$ cat src/hw/ident_regs.vh
// register offsets, field positions and codes of the interface identity registers
//
// Notes on behaviour
// identity word bits 31:16 hold device code
// bits 15:0 hold maker code, low byte low
// revision register bits 7:0 report component revision
// identifier register shared by every locality window
// identity and revision at own addresses, separate
// identifier shows supported, version and active kind
// writing zero to lock bit 19 is ignored
// writing one sets lock, freezes interface choice
// module init event clears the lock
// bits 31:20 read zero, writes ignored
// bits 18:17 choose port kind, apply at init
// bits 3:0 report active port kind
`ifndef IDENT_REGS_VH
`define IDENT_REGS_VH

// byte offsets inside one 4 KiB locality window
`define WIN_OFS_IFACE_ID    12'h030
`define WIN_OFS_DEV_VENDOR  12'hf00
`define WIN_OFS_REVISION    12'hf04
`define WIN_OFS_BITS        12
`define LOCALITY_COUNT      5

// interface identifier fields
`define IFID_LOCK_BIT       19
`define IFID_CHOICE_HI      18
`define IFID_CHOICE_LO      17
`define IFID_CAP_BUF_BIT    14
`define IFID_CAP_STRM_BIT   13
`define IFID_CAP_LOC_BIT    8
`define IFID_VER_HI         7
`define IFID_VER_LO         4
`define IFID_KIND_HI        3
`define IFID_KIND_LO        0

// selector and kind codes
`define CHOICE_STREAM       2'h0
`define CHOICE_BUFFER       2'h1
`define KIND_NEW_STREAM     4'h0
`define KIND_BUFFER         4'h1
`define KIND_LEGACY_STREAM  4'hf
`define VER_STREAM          4'h0
`define VER_BUFFER          4'h1

`endif

$ cat src/hw/ident_lock_ctl.v
// write-once selector lock and pending interface choice
`include "ident_regs.vh"

module ident_lock_ctl #(
  parameter [1:0] CHOICE_RESET = `CHOICE_BUFFER
) (
  // clock and reset
  input  wire        clk_i,
  input  wire        sys_rst_i,
  // init event and write strobe
  input  wire        init_evt_i,
  input  wire        wr_i,
  input  wire [31:0] wdata_i,
  // state
  output reg         lock_o,
  output reg  [1:0]  choice_o,
  output reg  [1:0]  active_o
);

  wire choice_ok = (wdata_i[`IFID_CHOICE_HI:`IFID_CHOICE_LO] == `CHOICE_STREAM) ||
                   (wdata_i[`IFID_CHOICE_HI:`IFID_CHOICE_LO] == `CHOICE_BUFFER);

  always @(posedge clk_i) begin
    if (sys_rst_i) begin
      lock_o   <= 1'b0;
      choice_o <= CHOICE_RESET;
      active_o <= CHOICE_RESET;
    end else if (init_evt_i) begin
      lock_o   <= 1'b0;
      active_o <= choice_o;
    end else if (wr_i) begin
      // choice is judged against the lock held before this write, so one
      // write may set the choice and lock it together
      if (!lock_o && choice_ok) begin
        choice_o <= wdata_i[`IFID_CHOICE_HI:`IFID_CHOICE_LO];
      end
      if (wdata_i[`IFID_LOCK_BIT]) begin
        lock_o <= 1'b1;
      end                               // a zero is ignored
    end
  end

endmodule

$ cat src/hw/ident_regs_top.v
// apb slave holding identity, revision and interface identifier registers
`include "ident_regs.vh"

module ident_regs_top #(
  parameter [15:0] DEVICE_CODE   = 16'h0001, // arbitrary value
  parameter [15:0] MAKER_CODE    = 16'h00a5, // arbitrary value
  parameter [7:0]  REVISION_CODE = 8'h01,    // arbitrary value
  parameter        ADDR_W        = 15
) (
  // clock and reset
  input  wire              clk_i,
  input  wire              sys_rst_i,
  // module initialisation event, one-cycle pulse
  input  wire              module_init_event_i,
  // apb slave
  input  wire              psel_i,
  input  wire              penable_i,
  input  wire              pwrite_i,
  input  wire [ADDR_W-1:0] paddr_i,
  input  wire [31:0]       pwdata_i,
  output reg  [31:0]       prdata_o,
  output reg               pready_o,
  output reg               pslverr_o,
  // state for the rest of the module
  output reg               selector_lock_o,
  output reg  [1:0]        interface_choice_o,
  output reg  [3:0]        active_port_kind_o
);

  // the answer is registered, so every transfer has one wait state: the
  // access edge launches pready and the next edge completes the transfer
  localparam [1:0] ST_IDLE   = 2'b01;
  localparam [1:0] ST_ANSWER = 2'b10;

  // register selects inside one window, one-hot
  localparam integer     SEL_W    = 3;
  localparam [SEL_W-1:0] SEL_NONE = 3'b000;
  localparam [SEL_W-1:0] SEL_IFID = 3'b001;
  localparam [SEL_W-1:0] SEL_DV   = 3'b010;
  localparam [SEL_W-1:0] SEL_REV  = 3'b100;

  localparam integer IDX_W = ADDR_W - `WIN_OFS_BITS;

  // offset inside a window to register select
  function [SEL_W-1:0] reg_sel;
    input [`WIN_OFS_BITS-1:0] ofs;
    begin
      case (ofs)
        `WIN_OFS_IFACE_ID: begin
          reg_sel = SEL_IFID;
        end
        `WIN_OFS_DEV_VENDOR: begin
          reg_sel = SEL_DV;
        end
        `WIN_OFS_REVISION: begin
          reg_sel = SEL_REV;
        end
        default: begin
          reg_sel = SEL_NONE;
        end
      endcase
    end
  endfunction

  // active kind code of a port choice; the legacy code is never reported
  // because this block always implements the newer register layout
  function [3:0] kind_of;
    input [1:0] c;
    begin
      kind_of = (c == `CHOICE_BUFFER) ? `KIND_BUFFER : `KIND_NEW_STREAM;
    end
  endfunction

  // interface version that goes with a port choice
  function [3:0] version_of;
    input [1:0] c;
    begin
      version_of = (c == `CHOICE_BUFFER) ? `VER_BUFFER : `VER_STREAM;
    end
  endfunction

  wire [`WIN_OFS_BITS-1:0]   win_ofs = paddr_i[`WIN_OFS_BITS-1:0];
  wire [IDX_W-1:0]           win_idx = paddr_i[ADDR_W-1:`WIN_OFS_BITS];
  wire [`LOCALITY_COUNT-1:0] win_match;
  wire                       in_window;
  wire [SEL_W-1:0]           sel;
  wire                       mapped;

  // one comparator per locality window; all windows alias one register set
  genvar gi;
  generate
    for (gi = 0; gi < `LOCALITY_COUNT; gi = gi + 1) begin : g_win
      localparam integer WIN_NUM = gi;
      assign win_match[gi] = ({{(32-IDX_W){1'b0}}, win_idx} == WIN_NUM);
    end
  endgenerate

  assign in_window = |win_match;
  assign sel       = in_window ? reg_sel(win_ofs) : SEL_NONE;
  assign mapped    = (sel != SEL_NONE);

  reg  [1:0] state_reg;
  reg  [1:0] state_next;
  wire       bus_access;
  wire       take;
  wire       finish;
  wire       wr_ifid;

  assign bus_access = psel_i && penable_i;
  // take: first access edge, where the answer is launched
  assign take       = bus_access && (state_reg == ST_IDLE);
  // finish: edge at which the master sees pready; writes land only here
  assign finish     = bus_access && (state_reg == ST_ANSWER);
  assign wr_ifid    = finish && pwrite_i && (sel == SEL_IFID);

  always @* begin
    state_next = state_reg;
    case (state_reg)
      ST_IDLE: begin
        if (bus_access) begin
          state_next = ST_ANSWER;
        end
      end
      ST_ANSWER: begin
        // back to idle even if the master stalls, so pready is one cycle
        state_next = ST_IDLE;
      end
      default: begin
        state_next = ST_IDLE;
      end
    endcase
  end

  always @(posedge clk_i) begin
    if (sys_rst_i) begin
      state_reg <= ST_IDLE;
    end else begin
      state_reg <= state_next;
    end
  end

  wire       lock;
  wire [1:0] choice;
  wire [1:0] active;

  ident_lock_ctl u_lock (
    .clk_i      (clk_i),
    .sys_rst_i  (sys_rst_i),
    .init_evt_i (module_init_event_i),
    .wr_i       (wr_ifid),
    .wdata_i    (pwdata_i),
    .lock_o     (lock),
    .choice_o   (choice),
    .active_o   (active)
  );

  // interface identifier as read; unlisted bits stay zero
  reg [31:0] ifid_word;
  always @* begin
    ifid_word = 32'h0;
    ifid_word[`IFID_LOCK_BIT]                  = lock;
    ifid_word[`IFID_CHOICE_HI:`IFID_CHOICE_LO] = choice;
    ifid_word[`IFID_CAP_BUF_BIT]               = 1'b1;
    ifid_word[`IFID_CAP_STRM_BIT]              = 1'b1;
    ifid_word[`IFID_CAP_LOC_BIT]               = 1'b1;
    ifid_word[`IFID_VER_HI:`IFID_VER_LO]       = version_of(active);
    ifid_word[`IFID_KIND_HI:`IFID_KIND_LO]     = kind_of(active);
  end

  reg [31:0] rd_next;
  always @* begin
    rd_next = 32'h0;
    case (sel)
      SEL_IFID: begin
        rd_next = ifid_word;
      end
      SEL_DV: begin
        // maker code keeps its low byte in the low byte lane
        rd_next = {DEVICE_CODE, MAKER_CODE[15:8], MAKER_CODE[7:0]};
      end
      SEL_REV: begin
        rd_next = {24'h0, REVISION_CODE};
      end
      default: begin
        rd_next = 32'h0;
      end
    endcase
  end

  // unmapped offsets and windows above the last locality answer with an
  // error and have no effect
  always @(posedge clk_i) begin
    if (sys_rst_i) begin
      pready_o  <= 1'b0;
      pslverr_o <= 1'b0;
    end else begin
      pready_o  <= take;
      pslverr_o <= take && !mapped;
    end
  end

  // read data stands only in the answer cycle and is zero otherwise
  always @(posedge clk_i) begin
    if (sys_rst_i) begin
      prdata_o <= 32'h0;
    end else if (take && !pwrite_i) begin
      prdata_o <= rd_next;
    end else begin
      prdata_o <= 32'h0;
    end
  end

  // registered copies of the selector state for the rest of the module;
  // they trail the internal state by one cycle
  always @(posedge clk_i) begin
    if (sys_rst_i) begin
      selector_lock_o    <= 1'b0;
      interface_choice_o <= 2'h0;
      active_port_kind_o <= 4'h0;
    end else begin
      selector_lock_o    <= lock;
      interface_choice_o <= choice;
      active_port_kind_o <= kind_of(active);
    end
  end

endmodule

$ cat config.mk
export PLATFORM = sky130hd
export DESIGN_NAME = ident_regs_top
export DESIGN_NICKNAME = d
export VERILOG_FILES = /design/src/hw/ident_lock_ctl.v /design/src/hw/ident_regs_top.v
export VERILOG_INCLUDE_DIRS = /design/src /design/src/hw
export SDC_FILE = /design/constraint.sdc
export NUM_CORES = 1
export LEC_CHECK = 0
export ABC_AREA = 1
export BUFFER_PORTS_ARGS = -buffer_cell sky130_fd_sc_hd__buf_2
export CORE_MARGIN = 3
export CORE_UTILIZATION = 32
export DETAILED_ROUTE_END_ITERATION = 8
export PLACE_DENSITY = 0.86
export SLEW_MARGIN = 15
export SYNTH_ARGS = -nofsm -noshare
export SYNTH_HDL_FRONTEND = slang
export SYNTH_SLANG_ARGS = --single-unit
$ cat constraint.sdc
create_clock -name clk_i -period 1 [get_ports clk_i]
set_input_delay 0.15 -clock clk_i [delete_from_list [all_inputs] [get_ports clk_i]]
set_output_delay 0.15 -clock clk_i [all_outputs]
set_load 0.02 [all_outputs]
; After elaboration in Yosys (flattened, before gate mapping)
; Cells that the tools add are included.
[classes]
eq_ne = 14
n_mux = 4
n_bitwise = 3
n_reduce_logical = 21
[ops]
columns = operator, count
row1 = 20-bit case mux with 3 select lines, 1
row2 = 12-bit equality test (second input constant), 2
row3 = 12-bit by 6-bit equality test with 1-bit output (second input constant), 1
row4 = 3-bit by 2-bit equality test with 1-bit output (second input constant), 3
row5 = 3-bit case mux with 3 select lines, 1
row6 = 1-bit logical AND, 8
row7 = 2-bit by 1-bit equality test with 1-bit output (second input constant), 3
row8 = 3-bit by 1-bit equality test with 1-bit output (second input constant), 2
row9 = 3-bit equality test (second input constant), 2
row10 = 2-bit OR reduction, 3
row11 = 5-bit OR reduction, 1
row12 = 1-bit zero test, 3
row13 = 3-bit zero test, 1
row14 = 3-bit two-way mux, 1
row15 = 1-bit inverter, 3
row16 = 3-bit AND reduction, 1
row17 = 3-bit nonzero test, 1
row18 = 2-bit equality test (second input constant), 1
row19 = 2-bit zero test, 1
row20 = 2-bit AND reduction, 1
row21 = 1-bit logical OR, 1
row22 = 1-bit two-way mux, 1
[totals]
register_bits = 48
in_bits = 53
out_inout_bits = 41
wordCells = 52

; Depth between registers and ports, before layout
[depth]
word_depth = 6
mapped_depth = 8

; Modules after synthesis
; Synthesis repeated with hierarchy kept, for this count alone.
[unflattened]
hier_cells = 128
area_unflattened_um2 = 1044.8
[by_module_without_submodules]
columns = module, n_inst, cells_per_inst, area_each_um2, seq_area_each_um2
row1 = ident_regs_top, 1, 101, 843.3, 300.3
row2 = ident_lock_ctl, 1, 27, 201.4, 100.1

; Worst setup path after synthesis
; No wires, ideal clock.
[synth_timing]
path_kind = flip-flop to flip-flop
from = register state_reg[0]
to = register prdata_o[0]
setup_ns = 0.060
arrival_time_ns = 0.885
slack_ns = 0.054
stages_incl_launch_ff = 9
period_less_slack_ns = 0.946
cell_sequence = dfxtp_1 > inv_1 > nor2_1 > nand3_2 > inv_1 > nand2_1 > nor2_4 > nand2_2 > nand3_2
[synth_via]
elab_chain_len = 5
[synth_rtl]
columns = item, line
row1 = "start, declared", ident_regs_top.v:102  ; reg [1:0] state_reg;
row2 = "start signal, assigned", ident_regs_top.v:138  ; state_reg <= state_next;
row3 = 2-bit by 1-bit equality test with 1-bit output, ident_regs_top.v:111  ; assign take = bus_access && (state_reg == ST_IDLE);
row4 = 1-bit logical AND, ident_regs_top.v:111
row5 = 1-bit logical AND, ident_regs_top.v:206  ; end else if (take && !pwrite_i) begin
row6 = 1-bit inverter (no source line), -
row7 = 2-bit OR reduction (no source line), -
row8 = "end signal, assigned", ident_regs_top.v:207  ; prdata_o <= rd_next;
row9 = "end, declared", ident_regs_top.v:21  ; output reg [31:0] prdata_o,
; Every way passes these cells.
; A chain may end at the register's enable or synchronous reset.

; Worst setup path after layout
[layout_timing]
from = register state_reg[0]
to = register prdata_o[19]
; Same word-level chain as after synthesis.

==> impl_metrics.sql <==
INSERT INTO impl_metrics (metric_group, metric, value, unit) VALUES
('power', 'power-per-cell-area', '1240', 'mW/mm^2'),
('placement', 'detailed_place_hpwl', '1.45', 'mm'),
('timing', 'fin_ws', '-20.4', 'ps'),
('worst_setup_path', 'worst_setup_path_start_kind', 'flop', ''),
('logic_synthesis', 'post_synth_main_area_contributors', 'dfxtp_1 40%, buf_4 21%, nor2_1 7.6%', ''),
('final_layout', 'area_growth', '20.1', '%'),
('worst_setup_path', 'worstPathBufferInverterCount', '3', ''),
('worst_setup_path', 'worst-setup-path-type', 'reg -> reg', ''),
('worst_setup_path', 'critical_path.top_delay_family', 'simple AND/OR/NAND/NOR gates', ''),
('timing', 'setup_violations', '4', ''),
('die', 'design.portCount', '94', ''),
('logic_synthesis', 'synth_compound_gate_area_share', '3.03', '%'),
('routing', 'first_iter_violations', '23', ''),
('timing', 'maxSlewViolCount', '0', ''),
('final_layout', 'final_net_count', '221', ''),
('timing', 'finalHoldViolations', '0', ''),
('hold_path', 'min_path_type', 'in -> reg', ''),
('die', 'core_region_area', '0.00285', 'sq mm'),
('timing', 'rsz0062_at_grt', 'yes', ''),
('worst_setup_path', 'crit_path_cell_trace', 'inv_1 -> nor2_1 -> nand3_2 -> inv_2 -> nand2_2 -> nor2_4 -> inv_2 -> nor2_1', ''),
('timing', 'period_minus_slack', '1020', 'ps'),
('final_layout', 'post_route_cells_drive_above_1_share', '41.9', '%'),
('final_layout', 'insertedDiodeCount', '0', ''),
('worst_setup_path', 'crit_path_max_incr_delay', '320', 'ps'),
('global_routing', 'antenna_violations_before_repair', '0', ''),
('power', 'power.ir.vdd_worst', '0.434', 'mV'),
('die', 'fp-row-count', '19', ''),
('routing', 'drc', '0', ''),
('run_status', 'run_status', 'finished, violations left', ''),
('global_routing', 'met3_usage', '2.10', '%'),
('logic_synthesis', 'synthSimpleGateAreaFrac', '28.2', '%'),
('routing', 'vias_per_cell', '4.04', ''),
('routing', 'via_count', '800', ''),
('clocking', 'clkSlewWorstSetupHoldPaths', '110', 'ps'),
('timing', 'finalCritPeriodShare', '102', '%'),
('logic_synthesis', 'post_synth_mux_area_share', '0', '%'),
('logic_synthesis', 'cells_after_synthesis', '124', ''),
('die', 'die_height', '61.7', 'um'),
('routing', 'drt_pass1_iterations', '6', ''),
('global_routing', 'grt-busiest-layer', 'met2', ''),
('routing', 'drt-wirelength-per-cell', '8.48', 'um'),
('global_routing', 'track_usage', '8.24', '%'),
('logic_synthesis', 'yosys.cell_count.top_type', 'buf_4', ''),
('clocking', 'cts_sinks', '20', ''),
('logic_synthesis', 'number_of_enable_flip_flop_cells_after_synthesis', '0', ''),
('clocking', 'clockBufferDepth', '2', ''),
('logic_synthesis', 'netlist.top_cell.by_area', 'dfxtp_1', ''),
('logic_synthesis', 'synth.yosys.seq_area_share', '40.4', '%'),
('logic_synthesis', 'yosys_warnings', '0', ''),
('clocking', 'ctsHtreeMaxLevel', '1', ''),
('global_routing', 'grt_start_max_net_pins', '12', ''),
('logic_synthesis', 'synthDistinctLibCells', '19', ''),
('placement', 'placedInstanceArea', '0.00114', 'sq mm'),
('placement', 'portBuffers', '41', ''),
('run', 'max_cap_viol_count', '0', ''),
('timing', 'hold_slack', '86.0', 'ps'),
('final_layout', 'largest-register', 'prdata_o', ''),
('logic_synthesis', 'ys_seq_elements', '20', ''),
('final_layout', 'cell_area_after_layout', '0.00119', 'sq mm'),
('power', 'design_power_total', '1.48', 'mW'),
('worst_setup_path', 'data_arrival_time_of_the_critical_path', '1250', 'ps'),
('logic_synthesis', 'dominantRegCellSynth', 'dfxtp_1', ''),
('run_status', 'violations', 'negative setup slack', ''),
('timing', 'setup-tns-final', '-65.7', 'ps'),
('clocking', 'tritoncts', 'done', ''),
('logic_synthesis', 'yosys-top-cells-count', '28 x buf_4, 20 x dfxtp_1, 20 x nor2_1', ''),
('global_routing', 'first_global_vias', '623', ''),
('die', 'floorplan.die.width', '61.7', 'um'),
('worst_setup_path', 'timing.critical_path.required', '1230', 'ps'),
('routing', 'drtAntennaViolNets', '0', ''),
('logic_synthesis', 'largest_family_of_logic_cells_by_synthesized_area', 'simple AND/OR/NAND/NOR gates', '');
worst register-to-register path, delay by kind of cell, from the launching register on:
kind / cells / cell delay (ps)
AND/OR/NAND/NOR: 5 / 460
flip-flops: 1 / 320
buffers and inverters: 3 / 180
what timing repair did:
item | CTS | global route
cloned | 0 | 0
setup endpoints to repair | 6 | 12
resized for setup | 4 | 6
pin swaps | 1 | 2
hold buffers | 0 | 0
path summary, 6_finish.rpt:
check | cells after the start | slack, ps | end | startpoint
worst max-delay path | 8 | -20 | prdata_o[19] | state_reg[0]
worst min register to register | 2 | 450 | prdata_o[18] | u_lock.choice_o[1]
worst max register to register | 8 | -20 | prdata_o[19] | state_reg[0]
worst min-delay path | 3 | 90 | u_lock.choice_o[0] | pwdata_i[17]
cell type report:
class / count / share of cell area, %
Sequential cell: 20 / 33.7
Multi-Input combinational cell: 80 / 33.7
Timing Repair Buffer: 45 / 20.6
Inverter: 18 / 5.67
Tap cell: 31 / 3.26
Clock buffer: 4 / 3.05
power breakdown:
group	total (mW)	internal (mW)	switching (mW)
clock	0.443	0.221	0.222
sequential	0.817	0.812	0.00502
combinational	0.222	0.0679	0.154
layout by cell type, fill, tap and decap left out, types with 3 or more instances in the layout:
cell type	synthesis	final
buf_2	0	37
conb_1	1	23
nor2_1	20	19
dfxtp_1	20	19
inv_1	16	13
buf_4	28	8
nand2_1	7	6
nand3_1	6	6
nor2_4	5	5
inv_2	2	5
a21oi_1	4	4
nand2_2	2	3
nand4_1	3	3
clkbuf_4	0	3
kinds of logic (layout without fill, tap and decap cells):
kind of cell | Yosys count | in the layout
simple gates | 51 | 51
buf+inv | 46 | 67
flops | 20 | 20
compound gates | 6 | 6
other cells | 1 | 23
per-stage QoR:
step,setup slack (ps),std cells
floorplan,54.2,146
global placement,-40.4,194
detailed placement,-58.2,194
CTS,-19.9,198
global route,-81.6,198
finish,-20.4,198
routing by layer:
metal  vias to the layer above  share of wire, %
met4                         0               1.8
met1                       341                36
li1                        414                 -
met2                        43                52
met5                         -                 0
met3                         2                10
Power figures use the tool's default switching activity.
